<file path="config.mk">
export PLATFORM = sky130hd
export DESIGN_NAME = ict_timer
export DESIGN_NICKNAME = d
export VERILOG_FILES = /design/src/pkg/ict_pkg.sv /design/src/core/ict_timer.sv /design/src/core/ict_addr_cost.sv
export SDC_FILE = /design/constraint.sdc
export NUM_CORES = 1
export LEC_CHECK = 0
export ABC_AREA = 0
export BUFFER_PORTS_ARGS = -buffer_cell sky130_fd_sc_hd__buf_2
export CELL_PAD_IN_SITES_DETAIL_PLACEMENT = 1
export CELL_PAD_IN_SITES_GLOBAL_PLACEMENT = 2
export CORE_MARGIN = 2
export CORE_UTILIZATION = 34
export DETAILED_ROUTE_END_ITERATION = 7
export PLACE_DENSITY = 0.91
export SLEW_MARGIN = 10
export SYNTH_ARGS = -nofsm -noshare
export SYNTH_HDL_FRONTEND = slang
export SYNTH_SLANG_ARGS = --single-unit
</file>
<file path="constraint.sdc">
create_clock -name clk -period 7.5 [get_ports clk]
set_clock_uncertainty 0.15 [all_clocks]
set_input_delay 1.5 -clock clk [delete_from_list [all_inputs] [get_ports clk]]
set_output_delay 1.5 -clock clk [all_outputs]
set_load 0.02 [all_outputs]
</file>
<file path="src/pkg/ict_pkg.sv">
package ict_pkg;

    // ------------------------------------------------------------
    // instruction classes timed by the block
    // ------------------------------------------------------------
    typedef enum logic [2:0]
    {
        ICT_OP_SHIFT,
        ICT_OP_SERIAL_STORE,
        ICT_OP_IDLE,
        ICT_OP_EXECUTE,
        ICT_OP_DIVIDE,
        ICT_OP_CONTEXT
    } ict_op_t;

    // ------------------------------------------------------------
    // operand addressing modes
    // ------------------------------------------------------------
    localparam logic [1:0] ICT_MODE_REG = 2'h0;
    localparam logic [1:0] ICT_MODE_IND = 2'h1;
    localparam logic [1:0] ICT_MODE_SYM_IDX = 2'h2;
    localparam logic [1:0] ICT_MODE_AUTO_INC = 2'h3;

    // ------------------------------------------------------------
    // base cycle counts
    // ------------------------------------------------------------
    localparam logic [5:0] ICT_SHIFT_BASE = 6'h05;
    localparam logic [5:0] ICT_SHIFT_WR0_ZERO = 6'h17;
    localparam logic [5:0] ICT_SHIFT_WR0_BASE = 6'h07;
    localparam logic [5:0] ICT_STORE_LOW_BASE = 6'h13;
    localparam logic [5:0] ICT_STORE_HIGH_BASE = 6'h1b;
    localparam logic [5:0] ICT_STORE_ZERO = 6'h2b;
    localparam logic [3:0] ICT_STORE_LOW_MAX = 4'h8;
    localparam logic [5:0] ICT_IDLE_BASE = 6'h07;
    localparam logic [5:0] ICT_EXECUTE_BASE = 6'h02;
    localparam logic [5:0] ICT_DIVIDE_WORST = 6'h1c;
    localparam logic [5:0] ICT_CONTEXT_ON = 6'h0e;
    localparam logic [5:0] ICT_CONTEXT_OFF = 6'h14;
    localparam logic [4:0] ICT_CONTEXT_OFF_XM = 5'h0c;

    // ------------------------------------------------------------
    // operand address derivation costs
    // ------------------------------------------------------------
    localparam logic [2:0] ICT_IND_ON = 3'h1;
    localparam logic [2:0] ICT_IND_OFF = 3'h2;
    localparam logic [2:0] ICT_IND_OFF_XM = 3'h2;
    localparam logic [2:0] ICT_AUTO_ON = 3'h3;
    localparam logic [2:0] ICT_AUTO_OFF = 3'h5;
    localparam logic [2:0] ICT_AUTO_OFF_XM = 3'h4;
    localparam logic [2:0] ICT_SYM_ON = 3'h1;
    localparam logic [2:0] ICT_SYM_OFF = 3'h2;
    localparam logic [2:0] ICT_SYM_OFF_XM = 3'h2;
    localparam logic [2:0] ICT_IDX_ON = 3'h3;
    localparam logic [2:0] ICT_IDX_BASE_OFF = 3'h4;
    localparam logic [2:0] ICT_IDX_BASE_OFF_XM = 3'h2;
    localparam logic [2:0] ICT_IDX_ALL_OFF = 3'h5;
    localparam logic [2:0] ICT_IDX_ALL_OFF_XM = 3'h4;

    // ------------------------------------------------------------
    // timing: system clock and processor clock divider
    // ------------------------------------------------------------
    localparam int ICT_SYS_CLK_PERIOD_NS = 10;
    localparam int ICT_PROC_CLK_PERIOD_NS = 40;
    localparam logic [3:0] ICT_PROC_DIV = 4'(ICT_PROC_CLK_PERIOD_NS / ICT_SYS_CLK_PERIOD_NS);
    localparam logic [9:0] ICT_WORD_MIN_CYCLES = 10'h002;

    // ------------------------------------------------------------
    // carriers
    // ------------------------------------------------------------
    typedef struct packed
    {
        ict_op_t op;
        logic [3:0] count;
        logic [3:0] wr0_low;
        logic [1:0] src_mode;
        logic src_reg_zero;
        logic [1:0] dst_mode;
        logic dst_reg_zero;
        logic ws_off;
        logic base_off;
        logic vector_off;
        logic [3:0] wait_states;
    } ict_req_t;

    typedef struct packed
    {
        logic [2:0] cycles;
        logic [2:0] offchip;
    } ict_cost_t;

endpackage : ict_pkg

</file>
<file path="src/core/ict_timer.sv">
`timescale 1ns/1ns
module ict_timer
    import ict_pkg::*;
(
    input wire logic clk,
    input wire logic rst,
    input wire logic start,
    input ict_req_t req,
    input wire logic irq_pin,
    input wire logic div_resolved,
    output logic ready,
    output logic busy,
    output logic done,
    output logic idle_state,
    output logic processor_clock_output,
    output logic [5:0] base_cycle_count,
    output logic [5:0] address_cycle_count,
    output logic [4:0] base_offchip_byte_cycles,
    output logic [4:0] address_offchip_byte_cycles,
    output logic [9:0] total_cycles,
    output logic [9:0] elapsed_cycles
);

    typedef enum logic [1:0] {S_READY, S_RUN, S_WAIT_IRQ} ict_state_t;

    ict_state_t state_q;
    logic [3:0] div_cnt_q;
    logic tick;
    logic irq_s1_q, irq_s2_q, irq_s3_q, irq_q;
    ict_cost_t src_cost, dst_cost;
    logic [5:0] base_d;
    logic [4:0] base_xm_d;
    logic [9:0] total_d;
    logic [9:0] remain_q;
    ict_op_t op_q;
    logic last_tick;

    // ------------------------------------------------------------
    // processor clock divider
    // ------------------------------------------------------------
    // one tick per processor clock
    always_ff @(posedge clk)
    begin
        if (rst || div_cnt_q == ICT_PROC_DIV - 4'h1)
            div_cnt_q <= 4'h0;
        else
            div_cnt_q <= div_cnt_q + 4'h1;
    end

    assign tick = (div_cnt_q == 4'h0) && !rst;

    always_ff @(posedge clk)
    begin
        if (rst)
            processor_clock_output <= 1'b0;
        else
            processor_clock_output <= (div_cnt_q < (ICT_PROC_DIV >> 1));
    end

    // ------------------------------------------------------------
    // interrupt pin synchroniser
    // ------------------------------------------------------------
    always_ff @(posedge clk)
    begin
        if (rst)
        begin
            irq_s1_q <= 1'b0;
            irq_s2_q <= 1'b0;
            irq_s3_q <= 1'b0;
            irq_q <= 1'b0;
        end
        else
        begin
            irq_s1_q <= irq_pin;
            irq_s2_q <= irq_s1_q;
            irq_s3_q <= irq_s2_q;
            if (irq_s2_q == irq_s3_q)
                irq_q <= irq_s3_q;
        end
    end

    // ------------------------------------------------------------
    // cost calculation
    // ------------------------------------------------------------
    ict_addr_cost u_src_cost
    (
        .mode(req.src_mode),
        .reg_zero(req.src_reg_zero),
        .ws_off(req.ws_off),
        .base_off(req.base_off),
        .cost(src_cost)
    );

    ict_addr_cost u_dst_cost
    (
        .mode(req.dst_mode),
        .reg_zero(req.dst_reg_zero),
        .ws_off(req.ws_off),
        .base_off(req.base_off),
        .cost(dst_cost)
    );

    always_comb
    begin
        base_d = ICT_EXECUTE_BASE;
        base_xm_d = 5'h00;
        case (req.op)
            ICT_OP_SHIFT:
            begin
                if (req.count != 4'h0)
                    base_d = ICT_SHIFT_BASE + 6'(req.count);
                else if (req.wr0_low == 4'h0)
                    base_d = ICT_SHIFT_WR0_ZERO;
                else
                    base_d = ICT_SHIFT_WR0_BASE + 6'(req.wr0_low);
            end
            ICT_OP_SERIAL_STORE:
            begin
                if (req.count == 4'h0)
                    base_d = ICT_STORE_ZERO;
                else if (req.count <= ICT_STORE_LOW_MAX)
                    base_d = ICT_STORE_LOW_BASE + 6'(req.count);
                else
                    base_d = ICT_STORE_HIGH_BASE + 6'(req.count);
            end
            ICT_OP_IDLE:
                base_d = ICT_IDLE_BASE;
            ICT_OP_EXECUTE:
                base_d = ICT_EXECUTE_BASE;
            ICT_OP_DIVIDE:
                base_d = ICT_DIVIDE_WORST;
            ICT_OP_CONTEXT:
            begin
                base_d = req.vector_off ? ICT_CONTEXT_OFF : ICT_CONTEXT_ON;
                base_xm_d = req.vector_off ? ICT_CONTEXT_OFF_XM : 5'h00;
            end
            default:
                base_d = ICT_EXECUTE_BASE;
        endcase
    end

    always_comb
    begin
        total_d = 10'(base_d) + 10'(src_cost.cycles) + 10'(dst_cost.cycles)
            + 10'(req.wait_states) * (10'(base_xm_d) + 10'(src_cost.offchip) + 10'(dst_cost.offchip));
    end

    // ------------------------------------------------------------
    // captured figures
    // ------------------------------------------------------------
    always_ff @(posedge clk)
    begin
        if (rst)
        begin
            base_cycle_count <= '0;
            address_cycle_count <= '0;
            base_offchip_byte_cycles <= '0;
            address_offchip_byte_cycles <= '0;
            total_cycles <= '0;
            op_q <= ICT_OP_EXECUTE;
        end
        else if (start && ready)
        begin
            base_cycle_count <= base_d;
            address_cycle_count <= 6'(src_cost.cycles) + 6'(dst_cost.cycles);
            base_offchip_byte_cycles <= base_xm_d;
            address_offchip_byte_cycles <= 5'(src_cost.offchip) + 5'(dst_cost.offchip);
            total_cycles <= total_d;
            op_q <= req.op;
        end
    end

    // ------------------------------------------------------------
    // sequencer
    // ------------------------------------------------------------
    // the last tick ends the run; a resolved divide ends it early
    assign last_tick = tick && (remain_q == 10'h001 || (op_q == ICT_OP_DIVIDE && div_resolved));

    always_ff @(posedge clk)
    begin
        if (rst)
            state_q <= S_READY;
        else
        begin
            case (state_q)
                S_READY:
                    if (start)
                        state_q <= S_RUN;
                S_RUN:
                    if (last_tick)
                        state_q <= (op_q == ICT_OP_IDLE) ? S_WAIT_IRQ : S_READY;
                S_WAIT_IRQ:
                    if (irq_q)
                        state_q <= S_READY;
                default:
                    state_q <= S_READY;
            endcase
        end
    end

    always_ff @(posedge clk)
    begin
        if (rst)
            remain_q <= '0;
        else if (start && ready)
            remain_q <= total_d;
        else if (state_q == S_RUN && tick)
            remain_q <= remain_q - 10'h001;
    end

    // idle cycles keep counting so software sees the full 7+I figure
    always_ff @(posedge clk)
    begin
        if (rst || (start && ready))
            elapsed_cycles <= '0;
        else if ((state_q == S_RUN || state_q == S_WAIT_IRQ) && tick)
            elapsed_cycles <= elapsed_cycles + 10'h001;
    end

    always_ff @(posedge clk)
    begin
        if (rst)
            done <= 1'b0;
        else
            done <= (state_q == S_RUN && last_tick && op_q != ICT_OP_IDLE)
                || (state_q == S_WAIT_IRQ && irq_q);
    end

    assign ready = (state_q == S_READY);
    assign busy = (state_q != S_READY);
    assign idle_state = (state_q == S_WAIT_IRQ);
endmodule : ict_timer

</file>
<file path="src/core/ict_addr_cost.sv">
`timescale 1ns/1ns
module ict_addr_cost
    import ict_pkg::*;
(
    input wire logic [1:0] mode,
    input wire logic reg_zero,
    input wire logic ws_off,
    input wire logic base_off,
    output ict_cost_t cost
);

    always_comb
    begin
        cost = '0;
        case (mode)
            ICT_MODE_IND:
            begin
                cost.cycles = ws_off ? ICT_IND_OFF : ICT_IND_ON;
                cost.offchip = ws_off ? ICT_IND_OFF_XM : 3'h0;
            end
            ICT_MODE_AUTO_INC:
            begin
                cost.cycles = ws_off ? ICT_AUTO_OFF : ICT_AUTO_ON;
                cost.offchip = ws_off ? ICT_AUTO_OFF_XM : 3'h0;
            end
            ICT_MODE_SYM_IDX:
            begin
                if (reg_zero)
                begin
                    cost.cycles = base_off ? ICT_SYM_OFF : ICT_SYM_ON;
                    cost.offchip = base_off ? ICT_SYM_OFF_XM : 3'h0;
                end
                else if (base_off && ws_off)
                begin
                    cost.cycles = ICT_IDX_ALL_OFF;
                    cost.offchip = ICT_IDX_ALL_OFF_XM;
                end
                else if (base_off)
                begin
                    cost.cycles = ICT_IDX_BASE_OFF;
                    cost.offchip = ICT_IDX_BASE_OFF_XM;
                end
                else if (ws_off)
                begin
                    // workspace off, base on: same as base-only off
                    cost.cycles = ICT_IDX_BASE_OFF;
                    cost.offchip = ICT_IDX_BASE_OFF_XM;
                end
                else
                begin
                    cost.cycles = ICT_IDX_ON;
                end
            end
            default:
            begin
                cost = '0;
            end
        endcase
    end

endmodule : ict_addr_cost

</file>
Word-level counts from Yosys, hierarchy flattened:

Cells that the tools add are included.

* register bits: 67
* bits in latches: 0
* RAM bits: 0
* ROM bits: 0
* output and inout port bits: 47
* logic and storage cells: 107
* memories: 0

* $add $sub $neg: 14
* $mul: 1
* div/mod/pow operators: 0
* order comparisons: 2
* eq/ne operators: 21
* shifts and indexed selects: 0
* muxes and demuxes: 28
* bitwise operators: 0
* reductions and logical operators: 25

Operators by type and width (count)
* 2-to-1 mux 6 bit: 6
* one-hot mux 6 bit (3 select lines): 2
* one-hot mux 6 bit (5 select lines): 1
* 2-to-1 mux 10 bit: 2
* 2-to-1 mux 2 bit: 8
* 2-to-1 mux 5 bit: 3
* adder 6 x 3 -> 7 bit: 2
* adder 5 x 4 -> 6 bit, first input constant: 2
* logical NOT 4 bit: 3
* adder 10 x 1 -> 10 bit, second input constant: 1
* adder 3 x 4 -> 5 bit, first input constant: 2
* adder 8 x 10 -> 10 bit: 1
* equality test 10 x 1 -> 1 bit, second input constant: 1
* equality test 2 bit, second input constant: 5
* logical AND 1 bit: 10
* multiplier 4 x 7 -> 10 bit: 1
* subtractor 10 x 1 -> 10 bit, second input constant: 1
* equality test 3 bit, second input constant: 3
* 2-to-1 mux 3 bit: 3
* adder 3 x 3 -> 4 bit: 2
* adder 7 x 3 -> 8 bit: 1
* 2-to-1 mux 4 bit: 2
* adder 5 x 3 -> 6 bit: 1
* equality test 2 x 1 -> 1 bit, second input constant: 3
* other kinds (18): 25

Logic depth before layout (Yosys ltp):

* depth in word-level cells: 10
* mapped depth: 23

By module:

From an unflattened synthesis, not the netlist that was laid out.

* cell total of the unflattened synthesis: 544
* area total of the unflattened synthesis: 4659.5 um2

Modules (own cells, without submodules)
* ict_timer: instances 1, cells each 498, area each 4331.7 um2, seq. area each 1201.2 um2
* ict_addr_cost: instances 2, cells each 23, area each 163.9 um2, seq. area each 0.0 um2

Worst setup path after synthesis:

OpenSTA, ideal clock, no wires.

* kind: input-to-reg
* start point: input req[23] in the netlist's numbering
* end point: register remain_q[8]
* arrival time: 6.533 ns
* data required time: 7.224 ns
* setup slack: 0.692 ns
* stages: 19
* path buffers: 1
* path through: clkbuf_1 > nand2b_1 > nor2_1 > fa_1 > ha_1 > fa_1 > and2_1 > fa_1 > fa_1 > inv_1 > fa_1 > inv_1 > ha_1 > ha_1 > a21oi_1 > nand2_1 > a221o_1 > mux2_2 > nand4_1

* longest elaborated chain between the ends: 7
* elaborated cells between the ends (all ways): 14
* those cells by class: add/sub (5); mul (1); eq/ne (4); mux (3); reduce/logical (1)

Ends and longest elaborated chain
* start, declared: line ict_timer.sv:8 `input ict_req_t req,`
* equality test 3 bit: line ict_timer.sv:107 `case (req.op)`
* 2-to-1 mux 4 bit: line ict_timer.sv:107
* via base_xm_d[2]: line ict_timer.sv:32 `logic [4:0] base_xm_d;`
* adder 5 x 3 -> 6 bit: line ict_timer.sv:145 `+ 10'(req.wait_states) * (10'(base_xm_d) + 10'(src_cost.offchip) + 10'(dst_cost.offchip));`
* adder 6 x 3 -> 7 bit: line ict_timer.sv:145
* multiplier 4 x 7 -> 10 bit: line ict_timer.sv:145
* adder 8 x 10 -> 10 bit: line ict_timer.sv:145
* 2-to-1 mux 10 bit: line ict_timer.sv:205 `else if (start && ready)`
* end signal, assigned: line ict_timer.sv:206 `remain_q <= total_d;`
* end signal, assigned: line ict_timer.sv:208 `remain_q <= remain_q - 10'h001;`
* end, declared: line ict_timer.sv:34 `logic [9:0] remain_q;`

The timed path passes the listed nets, and every way through them passes these cells.
A chain may end at the register's enable or synchronous reset.

Worst setup path in the final report:

* start point: input req[6] in the netlist's numbering
* end point: register total_cycles[9]

* longest elaborated chain between the ends: 9
* elaborated cells between the ends (all ways): 18
* those cells by class: add/sub (5); mul (1); mux (11); reduce/logical (1)

Ends and longest elaborated chain
* 2-to-1 mux 2 bit: line ict_addr_cost.sv:19, ict_addr_cost.sv:43
* 2-to-1 mux 6 bit: line ict_addr_cost.sv:38 `else if (base_off)`
* 2-to-1 mux 6 bit: line ict_addr_cost.sv:33 `else if (base_off && ws_off)`
* 2-to-1 mux 6 bit: line ict_addr_cost.sv:28 `if (reg_zero)`
* one-hot mux 6 bit (3 select lines): line ict_addr_cost.sv:15 `case (mode)`
* adder 5 x 3 -> 6 bit: line ict_timer.sv:145
* adder 6 x 3 -> 7 bit: line ict_timer.sv:145
* multiplier 4 x 7 -> 10 bit: line ict_timer.sv:145
* adder 8 x 10 -> 10 bit *: line ict_timer.sv:145
* end signal, assigned: line ict_timer.sv:168 `total_cycles <= total_d;`
* end, declared: line ict_timer.sv:20 `output logic [9:0] total_cycles,`

Mark *: on every way between the ends. The rest lies on a longest branch, timed or not.

==> impl_metrics.tcl <==
set metrics [dict create \
    status "finished clean" \
    cts_hold_buf 0 \
    hp-start "irq_s1_q$_SDFF_PP0_" \
    grt.total_usage_pct 18.22 \
    antenna_found_initial 0 \
    synth.top_cell.area_share_pct 27.29 \
    fp.coreArea_sq_mm 0.01252 \
    htreeDepth 3 \
    ys_async_sr_fraction_pct 0 \
    period_minus_slack_ns 6.881 \
    rr_endpoint "total_cycles[6]$_SDFFE_PP0P_" \
    grt_pass1_wl_um 19540 \
    die_h_um 116.8 \
    nets 674 \
    io_buffer_count 68 \
    critPathArrivalTime_ns 6.96 \
    min_path_type "flip-flop to flip-flop" \
    slew_viol_final 0 \
    wl_um 11460 \
    fin_crit_sh_pct 91.75 \
    synth_edf_count 0 \
    hold_depth 1 \
    crit_fanout 6 \
    drive_gt1_share_pct 15.53 \
    die_w_um 116.8 \
    tritoncts "done" \
    pwr-share-comb_pct 29.9 \
    antenna_left 0 \
    io_pins 76 \
    post-dp-hpwl_um 8745 \
    drv_cap 0 \
    p_sw_share_pct 33.40 \
    p_leak_nw 2.397 \
    clock_path_buffers 2 \
    setup_viol 0 \
    clock_latency_ns 0.33 \
    place.gp.congestion 0.8416 \
    dr.pass1.iters 4 \
    startpoint_type "input port" \
    clkPwrFrac_pct 38.6 \
    p_per_area_mw_per_mm2 228.6 \
    initial_core_util_pct 34.58 \
    avgRoutedWirePerCell_um 15.11 \
    ys.flop_type "dfxtp_1" \
    fin_util_pct 40.74 \
    vias 3818 \
    root_buffer "clkbuf_16" \
    switching_power_mw 0.3893 \
    cts_resized 0 \
    hold_viol_final 0 \
    worstMarginPinSlew_ns 1.243 \
    ys_seq_elements 59 \
    clk_pin_slew_ns 0.05 \
    synth.avg_cell_area_sq_um 8.323 \
    synth_cells 520 \
    numClockSinks 59 \
    overflow 0 \
    route.detailed.drc 0 \
    relSlewSlack_pct 17.12 \
    grt_start_max_net_pins 47 \
    cts_buffers 9 \
    crit_path_end_kind "flip-flop" \
    avgViaCountPerCell 5.037 \
    power_frac_seq_pct 31.4 \
    fmax_mhz 145.3 \
    drt_iter0_drc 142 \
    power.internal_mw 0.7764 \
    grt_pass1_vias 4071 \
    cts_setup_buffers 0 \
    synth_warnings 0 \
    hold_end "irq_s2_q$_SDFF_PP0_" \
    area_growth_pct 17.84 \
    rows 41 \
    synth_area_sq_mm 0.004328 \
    reg2reg_depth 5 \
    max-vdd-ir-drop_mv 0.1226 \
    r2r_slack_ns 5.02 \
    diodes 0 \
    cp.required_ns 7.58 \
    synth.area.top_cells "dfxtp_1 (27%), ha_1 (14%), fa_1 (7.4%)" \
    synth_cell_types 60 \
    grt_setup_unrepaired "false" \
    fin_setup_tns_ns 0 \
    dieArea_sq_mm 0.01365 \
    timing.rr.start "state_q[1]$_SDFFE_PP0P_" \
    criticalPathCategory "input port to flip-flop" \
    yosysTopAreaCell "dfxtp_1" \
    ys_seq_area_share_pct 27.29 \
]
## critical path, stage by stage
cell and delay (ns):
buf_2 0.14, ha_1 0.18, nand2_1 0.05, a21boi_0 0.40, fa_1 0.51, ha_1 0.22
fa_1 0.49, and2_1 0.21, fa_1 0.48, fa_1 0.52, inv_1 0.05, fa_1 0.52
inv_1 0.04, ha_1 0.29, ha_1 0.37, o21ai_0 0.13, a21oi_1 0.27, o22a_1 0.19
nand3_1 0.10, a32o_1 0.27
## metrics by stage
step,cell area [sq um],instances,power (mW),setup WS (ns),hold WS (ns)
floorplan,4350,526,0.6197,0.6916,0.2638
global placement,4780,742,0.7042,0.4562,0.2717
detailed placement,4780,742,0.7183,0.2813,0.2858
CTS,5100,758,1.180,0.6204,0.2954
global route,5100,758,1.243,0.2927,0.3217
finish,5100,758,1.166,0.6188,0.2866
## sequential cells by signal, summed over array words and instances, names as in the netlist
name and cells:
div_cnt_q 4, address_cycle_count 4, irq_s1_q 1, irq_s3_q 1, elapsed_cycles 10, processor_clock_output 1, base_cycle_count 6, base_offchip_byte_cycles 1
op_q 3, irq_q 1, total_cycles 10, irq_s2_q 1, state_q 2, address_offchip_byte_cycles 3, remain_q 10, done 1
## layout by cell type, fill, tap and decap left out, types with 3 or more instances in the layout
| cell type | instances |
|---|---|
| a211oi_1 | 5 |
| a21boi_0 | 3 |
| a21o_1 | 4 |
| a21oi_1 | 32 |
| a221o_1 | 3 |
| a22o_1 | 3 |
| and2_1 | 16 |
| buf_2 | 68 |
| clkbuf_16 | 9 |
| conb_1 | 7 |
| dfxtp_1 | 59 |
| fa_1 | 16 |
| ha_1 | 48 |
| inv_1 | 39 |
| mux2i_1 | 4 |
| nand2_1 | 63 |
| nand2b_1 | 11 |
| nand3_1 | 12 |
| nand3b_1 | 7 |
| nand4_1 | 6 |
| nor2_1 | 47 |
| nor2b_1 | 11 |
| nor3_1 | 9 |
| nor4_1 | 3 |
| o211ai_1 | 3 |
| o21a_1 | 8 |
| o21ai_0 | 19 |
| or3_1 | 4 |
| xnor2_1 | 12 |
| xor2_1 | 12 |
## cells in the mapped netlist, drive strengths merged (3+ instances only)
cell type,n
a211oi,5
a21boi,3
a21o,4
a21oi,32
a221o,3
a22o,3
and2,17
buf,14
clkbuf,12
dfxtp,59
fa,16
ha,48
inv,39
mux2i,4
nand2,63
nand2b,11
nand3,12
nand3b,7
nand4,7
nor2,47
nor2b,11
nor3,9
nor4,3
o211ai,4
o21a,8
o21ai,20
or3,4
xnor2,12
xor2,12
## how the worst max path moves through the flow
stage | startpoint | end | slack (ns) | cells after the start
2_1_floorplan | req[23] | remain_q[8]$_SDFFE_PP0P_ | 0.69 | 19
3_3_place_gp | req[6] | remain_q[8]$_SDFFE_PP0P_ | 0.46 | 20
3_5_place_dp | req[6] | remain_q[8]$_SDFFE_PP0P_ | 0.28 | 20
4_1_cts | req[6] | remain_q[8]$_SDFFE_PP0P_ | 0.62 | 20
5_1_grt | req[6] | total_cycles[9]$_SDFFE_PP0P_ | 0.29 | 20
6_report | req[6] | total_cycles[9]$_SDFFE_PP0P_ | 0.62 | 20
## power groups by stage
stage / sequential, mW / clock [mW] / combinational, mW
floorplan: 0.386 / 0 / 0.233
global placement: 0.371 / 0 / 0.334
detailed placement: 0.372 / 0 / 0.346
CTS: 0.366 / 0.460 / 0.353
global route: 0.370 / 0.474 / 0.399
finish: 0.366 / 0.450 / 0.349
## layer usage
metal | part of all wire [%] | vias to the layer above | GRT usage, % | wire length [um]
met5 | 0 | - | 0 | 0
met4 | 1.6 | 0 | 6.510 | 185
met3 | 3.6 | 14 | 3.399 | 410
met2 | 51 | 65 | 33.33 | 5823
met1 | 44 | 1850 | 21.20 | 5036
li1 | - | 1889 | - | -
## final cells by class
| class | count | area [sq um] |
|---|---|---|
| Fill cell | 1546 | 7417 |
| Sequential cell | 59 | 1181 |
| Timing Repair Buffer | 70 | 355.3 |
| Clock buffer | 12 | 246.5 |
| Multi-Input combinational cell | 402 | 2882 |
| Clock inverter | 4 | 73.82 |
| Tap cell | 172 | 215.2 |
| Inverter | 39 | 146.4 |
## cell families after synthesis
group,count (synthesis),share of synthesized area (%)
AOI/OAI and AO/OA,100,15.24
xor gates and xnor gates,24,4.857
adders and majority gates,64,21.28
buffers and inverters,65,6.649
DFF,59,27.29
muxes,6,1.446
other,1,0.08665
and+or+nand+nor,201,23.16
(Power assumes the default switching activity.)
